### config.mk
export PLATFORM = sky130hd
export DESIGN_NAME = vga_crtc_address_generator
export DESIGN_NICKNAME = d
export VERILOG_FILES = /design/src/design/crtc_addr_pkg.sv /design/src/design/tick_divider.sv /design/src/design/vga_crtc_address_generator.sv
export SDC_FILE = /design/constraint.sdc
export NUM_CORES = 1
export LEC_CHECK = 0
export BUFFER_PORTS_ARGS = -buffer_cell sky130_fd_sc_hd__clkbuf_2
export CAP_MARGIN = 20
export CORE_ASPECT_RATIO = 0.5
export CORE_MARGIN = 1
export CORE_UTILIZATION = 55
export DETAILED_ROUTE_END_ITERATION = 12
export GPL_TIMING_DRIVEN = 0
export PLACE_DENSITY = 0.84
export SLEW_MARGIN = 5
export SYNTH_ARGS = -nofsm -noshare
export SYNTH_HDL_FRONTEND = slang
export SYNTH_SLANG_ARGS = --single-unit
### constraint.sdc
create_clock -name clk_i -period 2.8 [get_ports clk_i]
set_input_delay 0.7 -clock clk_i [delete_from_list [all_inputs] [get_ports clk_i]]
set_output_delay 0.7 -clock clk_i [all_outputs]
set_load 0.02 [all_outputs]
### src/design/crtc_addr_pkg.sv
// Constants, register map and carrier types for the display refresh address generator
package crtc_addr_pkg;

  // ---------------------------------------------------------------
  // Host I/O ports of the indexed register file
  // ---------------------------------------------------------------
  localparam logic [15:0] IO_INDEX_MONO = 16'h03B4;
  localparam logic [15:0] IO_DATA_MONO  = 16'h03B5;
  localparam logic [15:0] IO_INDEX_COLR = 16'h03D4;
  localparam logic [15:0] IO_DATA_COLR  = 16'h03D5;

  // ---------------------------------------------------------------
  // Register indices
  // ---------------------------------------------------------------
  localparam logic [7:0] IDX_OVERFLOW   = 8'h07;
  localparam logic [7:0] IDX_MAX_SCAN   = 8'h09;
  localparam logic [7:0] IDX_START_HIGH = 8'h0C;
  localparam logic [7:0] IDX_START_LOW  = 8'h0D;
  localparam logic [7:0] IDX_UNDERLINE  = 8'h14;
  localparam logic [7:0] IDX_MODE_CTRL  = 8'h17;
  localparam logic [7:0] IDX_LINE_CMP   = 8'h18;
  localparam logic [7:0] IDX_LATCH_VIEW = 8'h22;
  localparam logic [7:0] IDX_TOGGLE_VW  = 8'h24;

  // ---------------------------------------------------------------
  // Field positions and reset values
  // ---------------------------------------------------------------
  localparam int OVF_LINE_CMP_BIT  = 4;
  localparam int MSL_LINE_CMP_BIT  = 6;
  localparam int TOGGLE_BIT        = 7;
  localparam logic [7:0] MODE_RSVD_MASK  = 8'hEF;
  localparam logic [7:0] UNDER_RSVD_MASK = 8'h7F;
  localparam logic [7:0] REG_RESET       = 8'h00;
  localparam logic [7:0] VIEW_RESET      = 8'h00;
  localparam logic       SYNC_INACTIVE   = 1'b0;

  // Tick divider ratios, as log2 of the interval
  localparam logic [1:0] DIV_BY_1 = 2'h0;
  localparam logic [1:0] DIV_BY_2 = 2'h1;
  localparam logic [1:0] DIV_BY_4 = 2'h2;

  // ---------------------------------------------------------------
  // Carrier types
  // ---------------------------------------------------------------
  typedef struct packed {
    logic sync_en;
    logic word_byte;
    logic addr_wrap;
    logic rsvd;
    logic count_by_2;
    logic retrace_div;
    logic row_scan_sel;
    logic compat;
  } refresh_mode_t;

  typedef struct packed {
    logic       rsvd;
    logic       dword;
    logic       count_by_4;
    logic [4:0] underline_row;
  } underline_t;

  typedef enum logic [1:0] {
    ADDR_BYTE,
    ADDR_WORD,
    ADDR_DWORD
  } addr_mode_t;

endpackage

### src/design/tick_divider.sv
// Pulse divider that passes every first, second or fourth input tick
`timescale 1ns/1ps
module tick_divider
  import crtc_addr_pkg::*;
(
  input  wire logic       clk_i,
  input  wire logic       nrst_i,
  input  wire logic       align_i,
  input  wire logic       tick_i,
  input  wire logic [1:0] ratio_i,
  output logic            tick_o
);

  logic [1:0] cnt_q;
  logic [1:0] cnt_d;
  logic [1:0] last_w;
  logic       wrap_w;

  // Ratio encodes log2 of the interval
  assign last_w = (ratio_i == DIV_BY_4) ? 2'h3 : ((ratio_i == DIV_BY_2) ? 2'h1 : 2'h0);
  assign wrap_w = (cnt_q >= last_w);
  assign tick_o = tick_i && wrap_w && !align_i;
  assign cnt_d  = align_i ? 2'h0 : (tick_i ? (wrap_w ? 2'h0 : cnt_q + 2'h1) : cnt_q);

  always_ff @(posedge clk_i or negedge nrst_i) begin
    if (!nrst_i) begin
      cnt_q <= 2'h0;
    end else begin
      cnt_q <= cnt_d;
    end
  end

endmodule

### src/design/vga_crtc_address_generator.sv
// Refresh address generator with indexed host registers, split screen and sync gating
`timescale 1ns/1ps
module vga_crtc_address_generator
  import crtc_addr_pkg::*;
#(
  parameter int LINE_W = 10
)
(
  input  wire logic        clk_i,
  input  wire logic        nrst_i,
  input  wire logic        color_sel_i,
  input  wire logic [15:0] io_addr_i,
  input  wire logic        io_wr_i,
  input  wire logic        io_rd_i,
  input  wire logic [7:0]  io_wdata_i,
  output logic      [7:0]  io_rdata_o,
  output logic             io_rvalid_o,
  input  wire logic        char_tick_i,
  input  wire logic        hretrace_tick_i,
  input  wire logic        frame_start_i,
  input  wire logic        active_i,
  input  wire logic [31:0] read_latches_i,
  input  wire logic [1:0]  read_map_select_i,
  input  wire logic        attr_toggle_i,
  input  wire logic        native_mode_i,
  input  wire logic        hsync_i,
  input  wire logic        vsync_i,
  output logic             hsync_o,
  output logic             vsync_o,
  output logic      [15:0] fb_addr_o,
  output logic      [4:0]  row_scan_o,
  output logic      [LINE_W-1:0] line_o
);

  // ---------------------------------------------------------------
  // Host register file
  // ---------------------------------------------------------------
  logic [7:0]    index_q;
  logic [7:0]    overflow_reg_q;
  logic [7:0]    max_scan_line_reg_q;
  logic [7:0]    start_address_high_q;
  logic [7:0]    start_address_low_q;
  underline_t    underline_location_reg_q;
  refresh_mode_t refresh_mode_control_q;
  logic [7:0]    line_compare_low_q;
  logic [7:0]    read_latch_view_q;
  logic [7:0]    attribute_toggle_view_q;
  logic [7:0]    rdata_q;
  logic          rvalid_q;

  logic          sel_index_w;
  logic          sel_data_w;
  logic          wr_data_w;
  logic          wr_index_w;
  logic          rd_index_w;
  logic          rd_data_w;
  logic [7:0]    rd_mux_w;
  logic [7:0]    latch_sel_w;

  assign sel_index_w = (io_addr_i == (color_sel_i ? IO_INDEX_COLR : IO_INDEX_MONO));
  assign sel_data_w  = (io_addr_i == (color_sel_i ? IO_DATA_COLR : IO_DATA_MONO));
  assign wr_data_w   = io_wr_i && sel_data_w;
  assign wr_index_w  = io_wr_i && sel_index_w;
  assign rd_index_w  = io_rd_i && sel_index_w;
  assign rd_data_w   = io_rd_i && sel_data_w;

  // Read-only views are refreshed every cycle so reads are a simple mux
  assign latch_sel_w = read_latches_i[8*read_map_select_i +: 8];

  always_ff @(posedge clk_i or negedge nrst_i) begin
    if (!nrst_i) begin
      read_latch_view_q       <= VIEW_RESET;
      attribute_toggle_view_q <= VIEW_RESET;
    end else begin
      read_latch_view_q       <= latch_sel_w;
      attribute_toggle_view_q <= {attr_toggle_i, 7'h00};
    end
  end

  always_ff @(posedge clk_i or negedge nrst_i) begin
    if (!nrst_i) begin
      index_q <= REG_RESET;
    end else if (wr_index_w) begin
      index_q <= io_wdata_i;
    end
  end

  always_ff @(posedge clk_i or negedge nrst_i) begin
    if (!nrst_i) begin
      overflow_reg_q           <= REG_RESET;
      max_scan_line_reg_q      <= REG_RESET;
      start_address_high_q     <= REG_RESET;
      start_address_low_q      <= REG_RESET;
      underline_location_reg_q <= underline_t'(REG_RESET);
      refresh_mode_control_q   <= refresh_mode_t'(REG_RESET);
      line_compare_low_q       <= REG_RESET;
    end else if (wr_data_w) begin
      unique case (index_q)
        IDX_OVERFLOW:   overflow_reg_q       <= io_wdata_i;
        IDX_MAX_SCAN:   max_scan_line_reg_q  <= io_wdata_i;
        IDX_START_HIGH: start_address_high_q <= io_wdata_i;
        IDX_START_LOW:  start_address_low_q  <= io_wdata_i;
        IDX_UNDERLINE:  underline_location_reg_q <= underline_t'(io_wdata_i & UNDER_RSVD_MASK);
        IDX_MODE_CTRL:  refresh_mode_control_q <= refresh_mode_t'(io_wdata_i & MODE_RSVD_MASK);
        IDX_LINE_CMP:   line_compare_low_q   <= io_wdata_i;
        // Read-only views and unmapped indices drop the write
        default: ;
      endcase
    end
  end

  // Unmapped indices read as zero
  assign rd_mux_w =
    (index_q == IDX_OVERFLOW)   ? overflow_reg_q :
    (index_q == IDX_MAX_SCAN)   ? max_scan_line_reg_q :
    (index_q == IDX_START_HIGH) ? start_address_high_q :
    (index_q == IDX_START_LOW)  ? start_address_low_q :
    (index_q == IDX_UNDERLINE)  ? 8'(underline_location_reg_q) :
    (index_q == IDX_MODE_CTRL)  ? 8'(refresh_mode_control_q) & MODE_RSVD_MASK :
    (index_q == IDX_LINE_CMP)   ? line_compare_low_q :
    (index_q == IDX_LATCH_VIEW) ? read_latch_view_q :
    (index_q == IDX_TOGGLE_VW)  ? attribute_toggle_view_q :
    8'h00;

  always_ff @(posedge clk_i or negedge nrst_i) begin
    if (!nrst_i) begin
      rdata_q  <= 8'h00;
      rvalid_q <= 1'b0;
    end else begin
      rvalid_q <= rd_index_w || rd_data_w;
      if (rd_index_w) begin
        rdata_q <= index_q;
      end else if (rd_data_w) begin
        rdata_q <= rd_mux_w;
      end
    end
  end

  assign io_rdata_o  = rdata_q;
  assign io_rvalid_o = rvalid_q;

  // ---------------------------------------------------------------
  // Decoded controls
  // ---------------------------------------------------------------
  addr_mode_t      addr_mode_w;
  logic [1:0]      char_ratio_w;
  logic [1:0]      line_ratio_w;
  logic [LINE_W-1:0] line_cmp_w;
  logic [15:0]     start_addr_w;

  assign addr_mode_w = underline_location_reg_q.dword ? ADDR_DWORD :
                       (refresh_mode_control_q.word_byte ? ADDR_BYTE : ADDR_WORD);

  // Count-by-2 wins over count-by-4
  assign char_ratio_w = refresh_mode_control_q.count_by_2 ? DIV_BY_2 :
                        (underline_location_reg_q.count_by_4 ? DIV_BY_4 : DIV_BY_1);
  assign line_ratio_w = refresh_mode_control_q.retrace_div ? DIV_BY_2 : DIV_BY_1;

  assign line_cmp_w = LINE_W'({max_scan_line_reg_q[MSL_LINE_CMP_BIT],
                               overflow_reg_q[OVF_LINE_CMP_BIT],
                               line_compare_low_q});
  assign start_addr_w = {start_address_high_q, start_address_low_q};

  // ---------------------------------------------------------------
  // Tick division
  // ---------------------------------------------------------------
  logic adv_w;
  logic adv_active_w;
  logic vtick_w;

  // Dividers realign at frame start so every frame fetches identically
  tick_divider u_char_div (
    .clk_i   (clk_i),
    .nrst_i  (nrst_i),
    .align_i (frame_start_i),
    .tick_i  (char_tick_i),
    .ratio_i (char_ratio_w),
    .tick_o  (adv_w)
  );

  tick_divider u_line_div (
    .clk_i   (clk_i),
    .nrst_i  (nrst_i),
    .align_i (frame_start_i),
    .tick_i  (hretrace_tick_i),
    .ratio_i (line_ratio_w),
    .tick_o  (vtick_w)
  );

  // ---------------------------------------------------------------
  // Address, row scan and line counters
  // ---------------------------------------------------------------
  logic [15:0]       ma_q;
  logic [15:0]       ma_d;
  logic [15:0]       base_q;
  logic [15:0]       base_d;
  logic [4:0]        row_q;
  logic [4:0]        row_d;
  logic [LINE_W-1:0] line_q;
  logic [LINE_W-1:0] line_d;
  logic [LINE_W-1:0] line_next_w;
  logic              row_last_w;
  logic              split_w;

  assign line_next_w = line_q + LINE_W'(1);
  assign row_last_w  = (row_q >= max_scan_line_reg_q[4:0]);
  assign split_w     = vtick_w && active_i && (line_next_w == line_cmp_w);
  // Counter holds outside the active area; the divider keeps its phase
  assign adv_active_w = adv_w && active_i;

  // Frame start beats a line tick, which beats a character advance.
  // A row that ends keeps its final address as the next row's base.
  always_comb begin
    ma_d   = ma_q;
    base_d = base_q;
    row_d  = row_q;
    line_d = line_q;
    if (frame_start_i) begin
      ma_d   = start_addr_w;
      base_d = start_addr_w;
      row_d  = 5'h00;
      line_d = '0;
    end else if (vtick_w) begin
      line_d = line_next_w;
      if (split_w) begin
        ma_d   = 16'h0000;
        base_d = 16'h0000;
        row_d  = 5'h00;
      end else if (row_last_w) begin
        base_d = ma_q;
        row_d  = 5'h00;
      end else begin
        ma_d  = base_q;
        row_d = row_q + 5'h01;
      end
    end else if (adv_active_w) begin
      ma_d = ma_q + 16'h0001;
    end
  end

  always_ff @(posedge clk_i or negedge nrst_i) begin
    if (!nrst_i) begin
      ma_q   <= 16'h0000;
      base_q <= 16'h0000;
      row_q  <= 5'h00;
      line_q <= '0;
    end else begin
      ma_q   <= ma_d;
      base_q <= base_d;
      row_q  <= row_d;
      line_q <= line_d;
    end
  end

  assign row_scan_o = row_q;
  assign line_o     = line_q;

  // ---------------------------------------------------------------
  // Address reorganisation and row-scan substitution
  // ---------------------------------------------------------------
  logic [15:0] reorganised_address_bit;
  logic [1:0]  row_scan_bit;
  logic [15:0] decoder_input_bit;
  logic        addr_bit14_w;
  logic        addr_bit13_w;
  logic [15:0] fb_addr_q;

  assign reorganised_address_bit =
    (addr_mode_w == ADDR_DWORD) ? {ma_q[13:0], ma_q[13], ma_q[12]} :
    (addr_mode_w == ADDR_BYTE)  ? ma_q :
    refresh_mode_control_q.addr_wrap ? {ma_q[14:0], ma_q[15]} :
    {ma_q[14:0], ma_q[13]};

  assign row_scan_bit = row_q[1:0];
  assign addr_bit14_w = refresh_mode_control_q.row_scan_sel ? reorganised_address_bit[14] :
                        row_scan_bit[1];
  assign addr_bit13_w = refresh_mode_control_q.compat ? reorganised_address_bit[13] :
                        row_scan_bit[0];

  // Substitution sits after reorganisation, just ahead of the decoder
  assign decoder_input_bit = {
    reorganised_address_bit[15],
    addr_bit14_w,
    addr_bit13_w,
    reorganised_address_bit[12:0]
  };

  always_ff @(posedge clk_i or negedge nrst_i) begin
    if (!nrst_i) begin
      fb_addr_q <= 16'h0000;
    end else begin
      fb_addr_q <= decoder_input_bit;
    end
  end

  assign fb_addr_o = fb_addr_q;

  // ---------------------------------------------------------------
  // Sync gating
  // ---------------------------------------------------------------
  logic gate_sync_w;
  logic hsync_d;
  logic vsync_d;
  logic hsync_q;
  logic vsync_q;

  // Centred modes keep their syncs whatever the enable says
  assign gate_sync_w = native_mode_i && !refresh_mode_control_q.sync_en;
  assign hsync_d     = gate_sync_w ? SYNC_INACTIVE : hsync_i;
  assign vsync_d     = gate_sync_w ? SYNC_INACTIVE : vsync_i;

  always_ff @(posedge clk_i or negedge nrst_i) begin
    if (!nrst_i) begin
      hsync_q <= SYNC_INACTIVE;
      vsync_q <= SYNC_INACTIVE;
    end else begin
      hsync_q <= hsync_d;
      vsync_q <= vsync_d;
    end
  end

  assign hsync_o = hsync_q;
  assign vsync_o = vsync_q;

endmodule

==> results of run 1 <==
-- synth_stat cells, types with 8 or more instances --
cell type	n	area [sq um]
dfrtp_1	149	3730
nand2_1	74	278
mux2_2	64	721
nor2_1	50	188
o21ai_0	48	240
a21oi_1	38	190
mux2i_1	30	300
clkbuf_1	26	97.6
xor2_1	20	175
o211ai_1	16	120
o221ai_1	14	123
xnor2_1	14	123
inv_1	13	48.8
nand3_1	13	65.1
nor2b_1	12	75.1
nor3_1	12	60.1
ha_1	11	138
nand3b_1	10	75.1
nand2b_1	9	56.3
and2_1	8	50.1
mux4_2	8	180
nand4_1	8	50.1
o31a_1	8	70.1
-- routing by layer --
metal / up-vias / GRT usage, % / wire length, um
met3: 48 / 8.07 / 2030
met4: 0 / 9.57 / 388
met1: 3387 / 41.3 / 9730
met2: 360 / 46.6 / 10100
met5: - / 0 / 0
li1: 3096 / - / -
-- worst max-delay path: stages (launching register included) --
cell	delay, ns
dfrtp_1	0.48
or4b_2	0.69
clkbuf_1	0.23
nor3_1	0.47
nor2b_1	0.20
buf_2	0.25
mux2_2	0.37
-- logic make-up (layout without fill, tap and decap cells) --
family,after synthesis,after routing
buf+inv,62,206
mux,102,102
simple gates,242,242
compound gates,169,169
flops,149,149
xor+xnor,35,35
fa+ha+maj,11,11
-- worst max-delay path by stage --
stage | from | end | slack [ns] | depth (start not counted)
after floorplan | line_o[0] | ma_q[4] | 0.21 | 8
after detailed placement | io_addr_i[3] | refresh_mode_control_q[7] | -0.27 | 7
after CTS | u_line_div.cnt_q[0] | base_q[8] | 0.02 | 8
after global placement | nrst_i | read_latch_view_q[1] | -1.39 | 1
after global routing | index_q[7] | underline_location_reg_q[1] | -0.05 | 6
final | index_q[7] | underline_location_reg_q[1] | -0.003 | 6
-- through the flow --
stage | cells | setup TNS, ns | worst slack [ns] | hold WS [ns]
floorplan | 770 | 0 | 0.208 | 0.404
global placement | 1077 | -211.36 | -1.39 | 0.464
detailed placement | 1078 | -6.85 | -0.270 | 0.473
CTS | 1111 | 0 | 0.0185 | 0.342
global route | 1112 | -0.435 | -0.0470 | 0.358
finish | 1112 | -0.00258 | -0.00258 | 0.306
-- cell type report --
| type | instances | area (sq um) | area share [%] |
|---|---|---|---|
| Timing Repair Buffer | 112 | 597 | 6.19 |
| Clock inverter | 13 | 171 | 1.78 |
| Sequential cell | 149 | 3730 | 38.7 |
| Multi-Input combinational cell | 559 | 4080 | 42.3 |
| Inverter | 13 | 48.8 | 0.506 |
| Tap cell | 198 | 248 | 2.57 |
| Clock buffer | 19 | 453 | 4.70 |
| Buffer | 49 | 315 | 3.27 |
-- registers in the layout, indices dropped and copies added, names as in the netlist, 2 cells and up --
name	flops
base_q	16
fb_addr_o	16
index_q	8
io_rdata_o	8
line_compare_low_q	8
line_o	10
ma_q	16
max_scan_line_reg_q	8
overflow_reg_q	8
read_latch_view_q	8
refresh_mode_control_q	7
row_scan_o	5
start_address_high_q	8
start_address_low_q	8
u_char_div.cnt_q	2
u_line_div.cnt_q	2
underline_location_reg_q	7
-- power groups by stage --
stage / Combinational (mW) / Clock, mW / Sequential [mW]
global route: 0.286 / 2.55 / 2.19
detailed placement: 0.257 / 0 / 2.23
floorplan: 0.102 / 0 / 2.23
CTS: 0.260 / 2.44 / 2.19
finish: 0.262 / 2.42 / 2.19
global placement: 0.244 / 0 / 2.23
-- repair_timing --
action	in CTS	in global routing
setup endpoints to repair	28	35
setup buffers	1	1
pin swaps	1	3
hold buffers	0	0
gates resized for setup	2	6
==> run_results.csv, run 1 <==
group,metric,value,unit
sta,setup_viol,1,
yosys,ys.flop_type,"dfrtp_1",
sta,skew,0.0117,ns
setup_path,reg2reg_to,"underline_location_reg_q[1]",
yosys,synthXorXnorAreaFrac,3.86,%
power,p_clk_share,49.7,%
layout,utilization,66.7,%
clock_network,cts.clk_slew.worst_paths,0.06,ns
layout,fin_area,9640,sq um
clock_network,ctsHtreeMaxLevel,4,
setup_path,start_kind,"flip-flop",
sta,fin_crit_sh,100,%
sta,tightest_slew,0.798,ns
power,p_int,3.74,mW
yosys,yosys_register_bits,149,
yosys,synthAdderAreaFrac,1.69,%
clock_network,cts_tree,"yes",
route,wl_per_cell,20.0,um
yosys,async_reset_ff_share,100,%
floorplan,ios,113,
sta,slew_violations,0,
yosys,synth_top_family_by_area,"simple AND/OR/NAND/NOR gates",
grt,grt_pass1_vias,6451,
placed_design,hpwl,15.3,mm
yosys,ys_types,72,
yosys,syn_avg_cell_area,10.6,sq um
yosys,synth_cells,770,
setup_path,path_max_fanout,9,
sta,relSlewSlack,46.4,%
power,power_density,505,nW/um^2
run_status,failed_checks,"setup timing",
layout,layout_common_cells,"148 x dfrtp_1, 108 x clkbuf_2, 74 x nand2_1",
route,finalWirelength,22.2,mm
worst_hold_path,hold_path_class,"input port to asynchronous set/reset pin",
clock_network,cts_sinks,149,
power,ir_worst_vdd,0.386,mV
yosys,syn_area,8150,sq um
power,total_power,4.87,mW
route,first_iter_violations,619,
floorplan,die_area,15300,sq um
clock_network,numCtsBuffers,17,
grt,grt_pass1_wl,35.0,mm
power,swShare,23.3,%
route,drc,0,
yosys,yosys_warnings,0,
sta,fin_crit,2.80,ns
sta,hold_violations,0,
yosys,synth-compound-area-share,14.0,%
layout,syn2layout_area_growth,18.4,%
clock_network,cts_max_path_buffers,2,
route,vias,6891,
setup_path,critPathCaptureType,"flip-flop",
power,switchingPower,1.14,mW
setup_path,r2r_cells,6,
layout,final_common_cell,"dfrtp_1",
yosys,synthMuxAreaShare,14.7,%
placed_design,routabilityCongestion,0.900,
grt,grt_max_degree,84,
clock_network,cts_root_buf,"clkbuf_16",
floorplan,initial_core_util,56.3,%
clock_network,clock_latency,0.43,ns
yosys,synth_nets,852,
setup_path,cp_data_required_time,3.11,ns
sta,worst_slack,-0.00258,ns
run_status,status,"finished, violations left",
yosys,synth_edf_count,0,
placed_design,place_area,8970,sq um
placed_design,portBuffers,109,
route,via_per_inst,6.20,
layout,nFillCells,1066,
layout,diodes,0,
floorplan,dieHeight,88.1,um
setup_path,ff2ff_setup_slack,-0.003,ns
power,p_leak,4.39,nW
power,comb_power_share,5.4,%
grt,antenna_found_initial,0,
layout,layout-drive-gt1-share,28.4,%
setup_path,timing.rr.start,"index_q[7]",
floorplan,core_area,14500,sq um
setup_path,path_class,"flip-flop to flip-flop",
yosys,yosysSeqAreaShare,45.8,%
run,maxCapViolCount,0,
route,ant_nets,0,
grt,overflow,0,
power,seq_power_share,44.9,%
sta,fmax,357,MHz
layout,final_nets,983,
yosys,yosys.area_share.simple,15.5,%
setup_path,crit_arrival,3.11,ns
grt,grt_use_total,30.0,%
floorplan,row_count,31,
route,drt_first_pass_iters,5,
floorplan,die_w,174,um
Power figures use the tool's default switching activity.
==> inputs of run 2 (changes only) <==
Settings changed: CORE_UTILIZATION 55 to 51, PLACE_DENSITY 0.84 to 0.79.
==> run 2 against run 1 <==
Against the previous run: the run now ends clean; clock skew up 0.00054 ns; maximum frequency up 3.0%; global-route usage down 2.0 points; utilization down 4.2 points; first-iteration DRC count down 1.1%; clock power up 3%; critical endpoint is now ma_q[3]; largest cell class unchanged; largest power group unchanged.
==> run_results.csv, run 2 (synthesis gave the netlist of run 1 again) <==
group,metric,value,unit
run_status,status,"complete, no violations",
route,vias,6840,
clock_network,ctsHoldBuffers,0,
clock_network,ctsHtreeMaxLevel,4,
route,first_iter_violations,612,
sta,skew,0.0122,ns
sta,worst_slack,0.0782,ns
sta,slew_violations,0,
layout,syn2layout_area_growth,18.9,%
clock_network,cts_tree,"yes",
power,swShare,21.7,%
route,wl_per_cell,19.8,um
route,finalWirelength,22.2,mm
sta,finalHoldWorstSlack,0.199,ns
route,ant_nets,0,
worst_hold_path,hold_path_class,"input port to asynchronous set/reset pin",
setup_path,path_class,"flip-flop to flip-flop",
grt,antenna_found_initial,0,
floorplan,core_area,15500,sq um
layout,layout_common_cells,"148 x dfrtp_1, 109 x clkbuf_2, 74 x nand2_1",
clock_network,cts.clk_slew.worst_paths,0.06,ns
grt,grt_use_total,28.0,%
placed_design,portBuffers,109,
power,switchingPower,1.07,mW
setup_path,path_cells,"ha_2, xnor2_1, nand4b_1, or4_1, a2111o_1, o21ai_4, buf_8, o221ai_1",
layout,diodes,0,
grt,overflow,0,
layout,utilization,62.5,%
grt,grt_pass1_vias,6470,
setup_path,crit_arrival,3.01,ns
floorplan,ios,113,
power,p_int,3.88,mW
sta,hold_violations,0,
sta,fin_crit_sh,97.2,%
clock_network,cts_max_path_buffers,2,
grt,grt_pass1_wl,35.5,mm
floorplan,row_count,32,
setup_path,critPathCaptureType,"flip-flop",
setup_path,timing.rr.start,"line_o[0]",
route,drt_first_pass_iters,5,
sta,relSlewSlack,41.7,%
power,p_leak,4.40,nW
clock_network,cts_root_buf,"clkbuf_16",
grt,grt_max_degree,108,
clock_network,clock_latency,0.42,ns
layout,layout-drive-gt1-share,28.6,%
setup_path,max_stage_delay,0.47,ns
power,comb_power_share,5.3,%
power,p_clk_share,50.5,%
route,via_per_inst,6.12,
placed_design,routabilityCongestion,0.896,
floorplan,dieHeight,91.4,um
setup_path,reg2reg_to,"ma_q[3]",
setup_path,cp_data_required_time,3.08,ns
floorplan,die_area,16500,sq um
sta,tightest_slew,0.862,ns
placed_design,hpwl,15.7,mm
sta,fmax,367,MHz
clock_network,numCtsBuffers,17,
power,power_density,512,nW/um^2
setup_path,path_max_fanout,10,
floorplan,die_w,181,um
clock_network,cts_sinks,149,
power,seq_power_share,44.2,%
setup_path,cp_slowest_cell,"a2111o_1",
sta,setup_viol,0,
run,maxCapViolCount,0,
placed_design,place_ws,-0.331,ns
setup_path,ff2ff_setup_slack,0.08,ns
setup_path,timing.critical_path.from,"line_o[0]",
route,drc,0,
floorplan,initial_core_util,52.6,%
layout,final_common_cell,"dfrtp_1",
sta,tns,0,ns
power,total_power,4.95,mW
layout,final_nets,984,
setup_path,start_kind,"flip-flop",
setup_path,r2r_cells,8,
sta,fin_crit,2.72,ns
power,ir_worst_vdd,0.436,mV
sta,rsz0062_at_grt,"no",
[run 2: cell types whose count changed in the layout (fill, tap and decap cells not counted), sizes merged]
cell,before,now
buf,20,21
inv,17,13
clkinv,4,2
bufinv,3,4
clkbuf,157,161
[run 2: timing repair]
action	4_1_cts	5_1_grt
resized for setup	3	9
buffers inserted	1	2
pin swaps	1	2
setup endpoints to repair	31	68
[run 2: worst max path at each step]
stage | to | slack, ns | depth (start not counted)
finish | ma_q[3] | 0.08 | 8
global route | refresh_mode_control_q[1] | 0.0002 | 7
CTS | ma_q[10] | 0.04 | 8
detailed placement | refresh_mode_control_q[0] | -0.33 | 7
global placement | read_latch_view_q[3] | -1.40 | 1
floorplan | ma_q[4] | 0.21 | 8
[run 2: final cells by class]
cell class,count,area [sq um]
tap,204,255
timing repair buffer,113,604
sequential,149,3730
inverter,13,48.8
multi-input combinational,559,4080
fill,1249,5810
clock inverter,8,145
buffer,49,320
clock buffer,23,498
[run 2: power by group through the flow]
stage | Sequential, mW | Combinational, mW | Clock [mW]
final | 2.19 | 0.265 | 2.50
after global routing | 2.19 | 0.290 | 2.62
after CTS | 2.19 | 0.263 | 2.52
after detailed placement | 2.23 | 0.260 | 0
after global placement | 2.23 | 0.248 | 0
after floorplan | 2.23 | 0.102 | 0
[run 2: routing by layer]
metal,GRT usage (%),vias up,part of all wire (%)
met1,39.4,3420,45
met4,8.69,0,1.7
met2,43.4,310,46
li1,-,3075,-
met5,0,-,0
met3,5.86,35,7.6
[run 2: through the flow]
stage          cells  area (sq um)
4_1_cts         1116          9640
3_5_place_dp    1084          8980
3_3_place_gp    1083          8950
2_1_floorplan    770          8150
6_report        1118          9680
5_1_grt         1118          9680
[run 2: worst max-delay path, delay by kind of cell, from the launching register on]
kind | cells | cell delay, ns
AND/OR/NAND/NOR | 2 | 0.57
buffers and inverters | 1 | 0.19
adder cells (fa/ha/maj) | 1 | 0.36
flip-flops | 1 | 0.46
XOR/XNOR | 1 | 0.12
AO/OA/AOI/OAI | 3 | 0.90
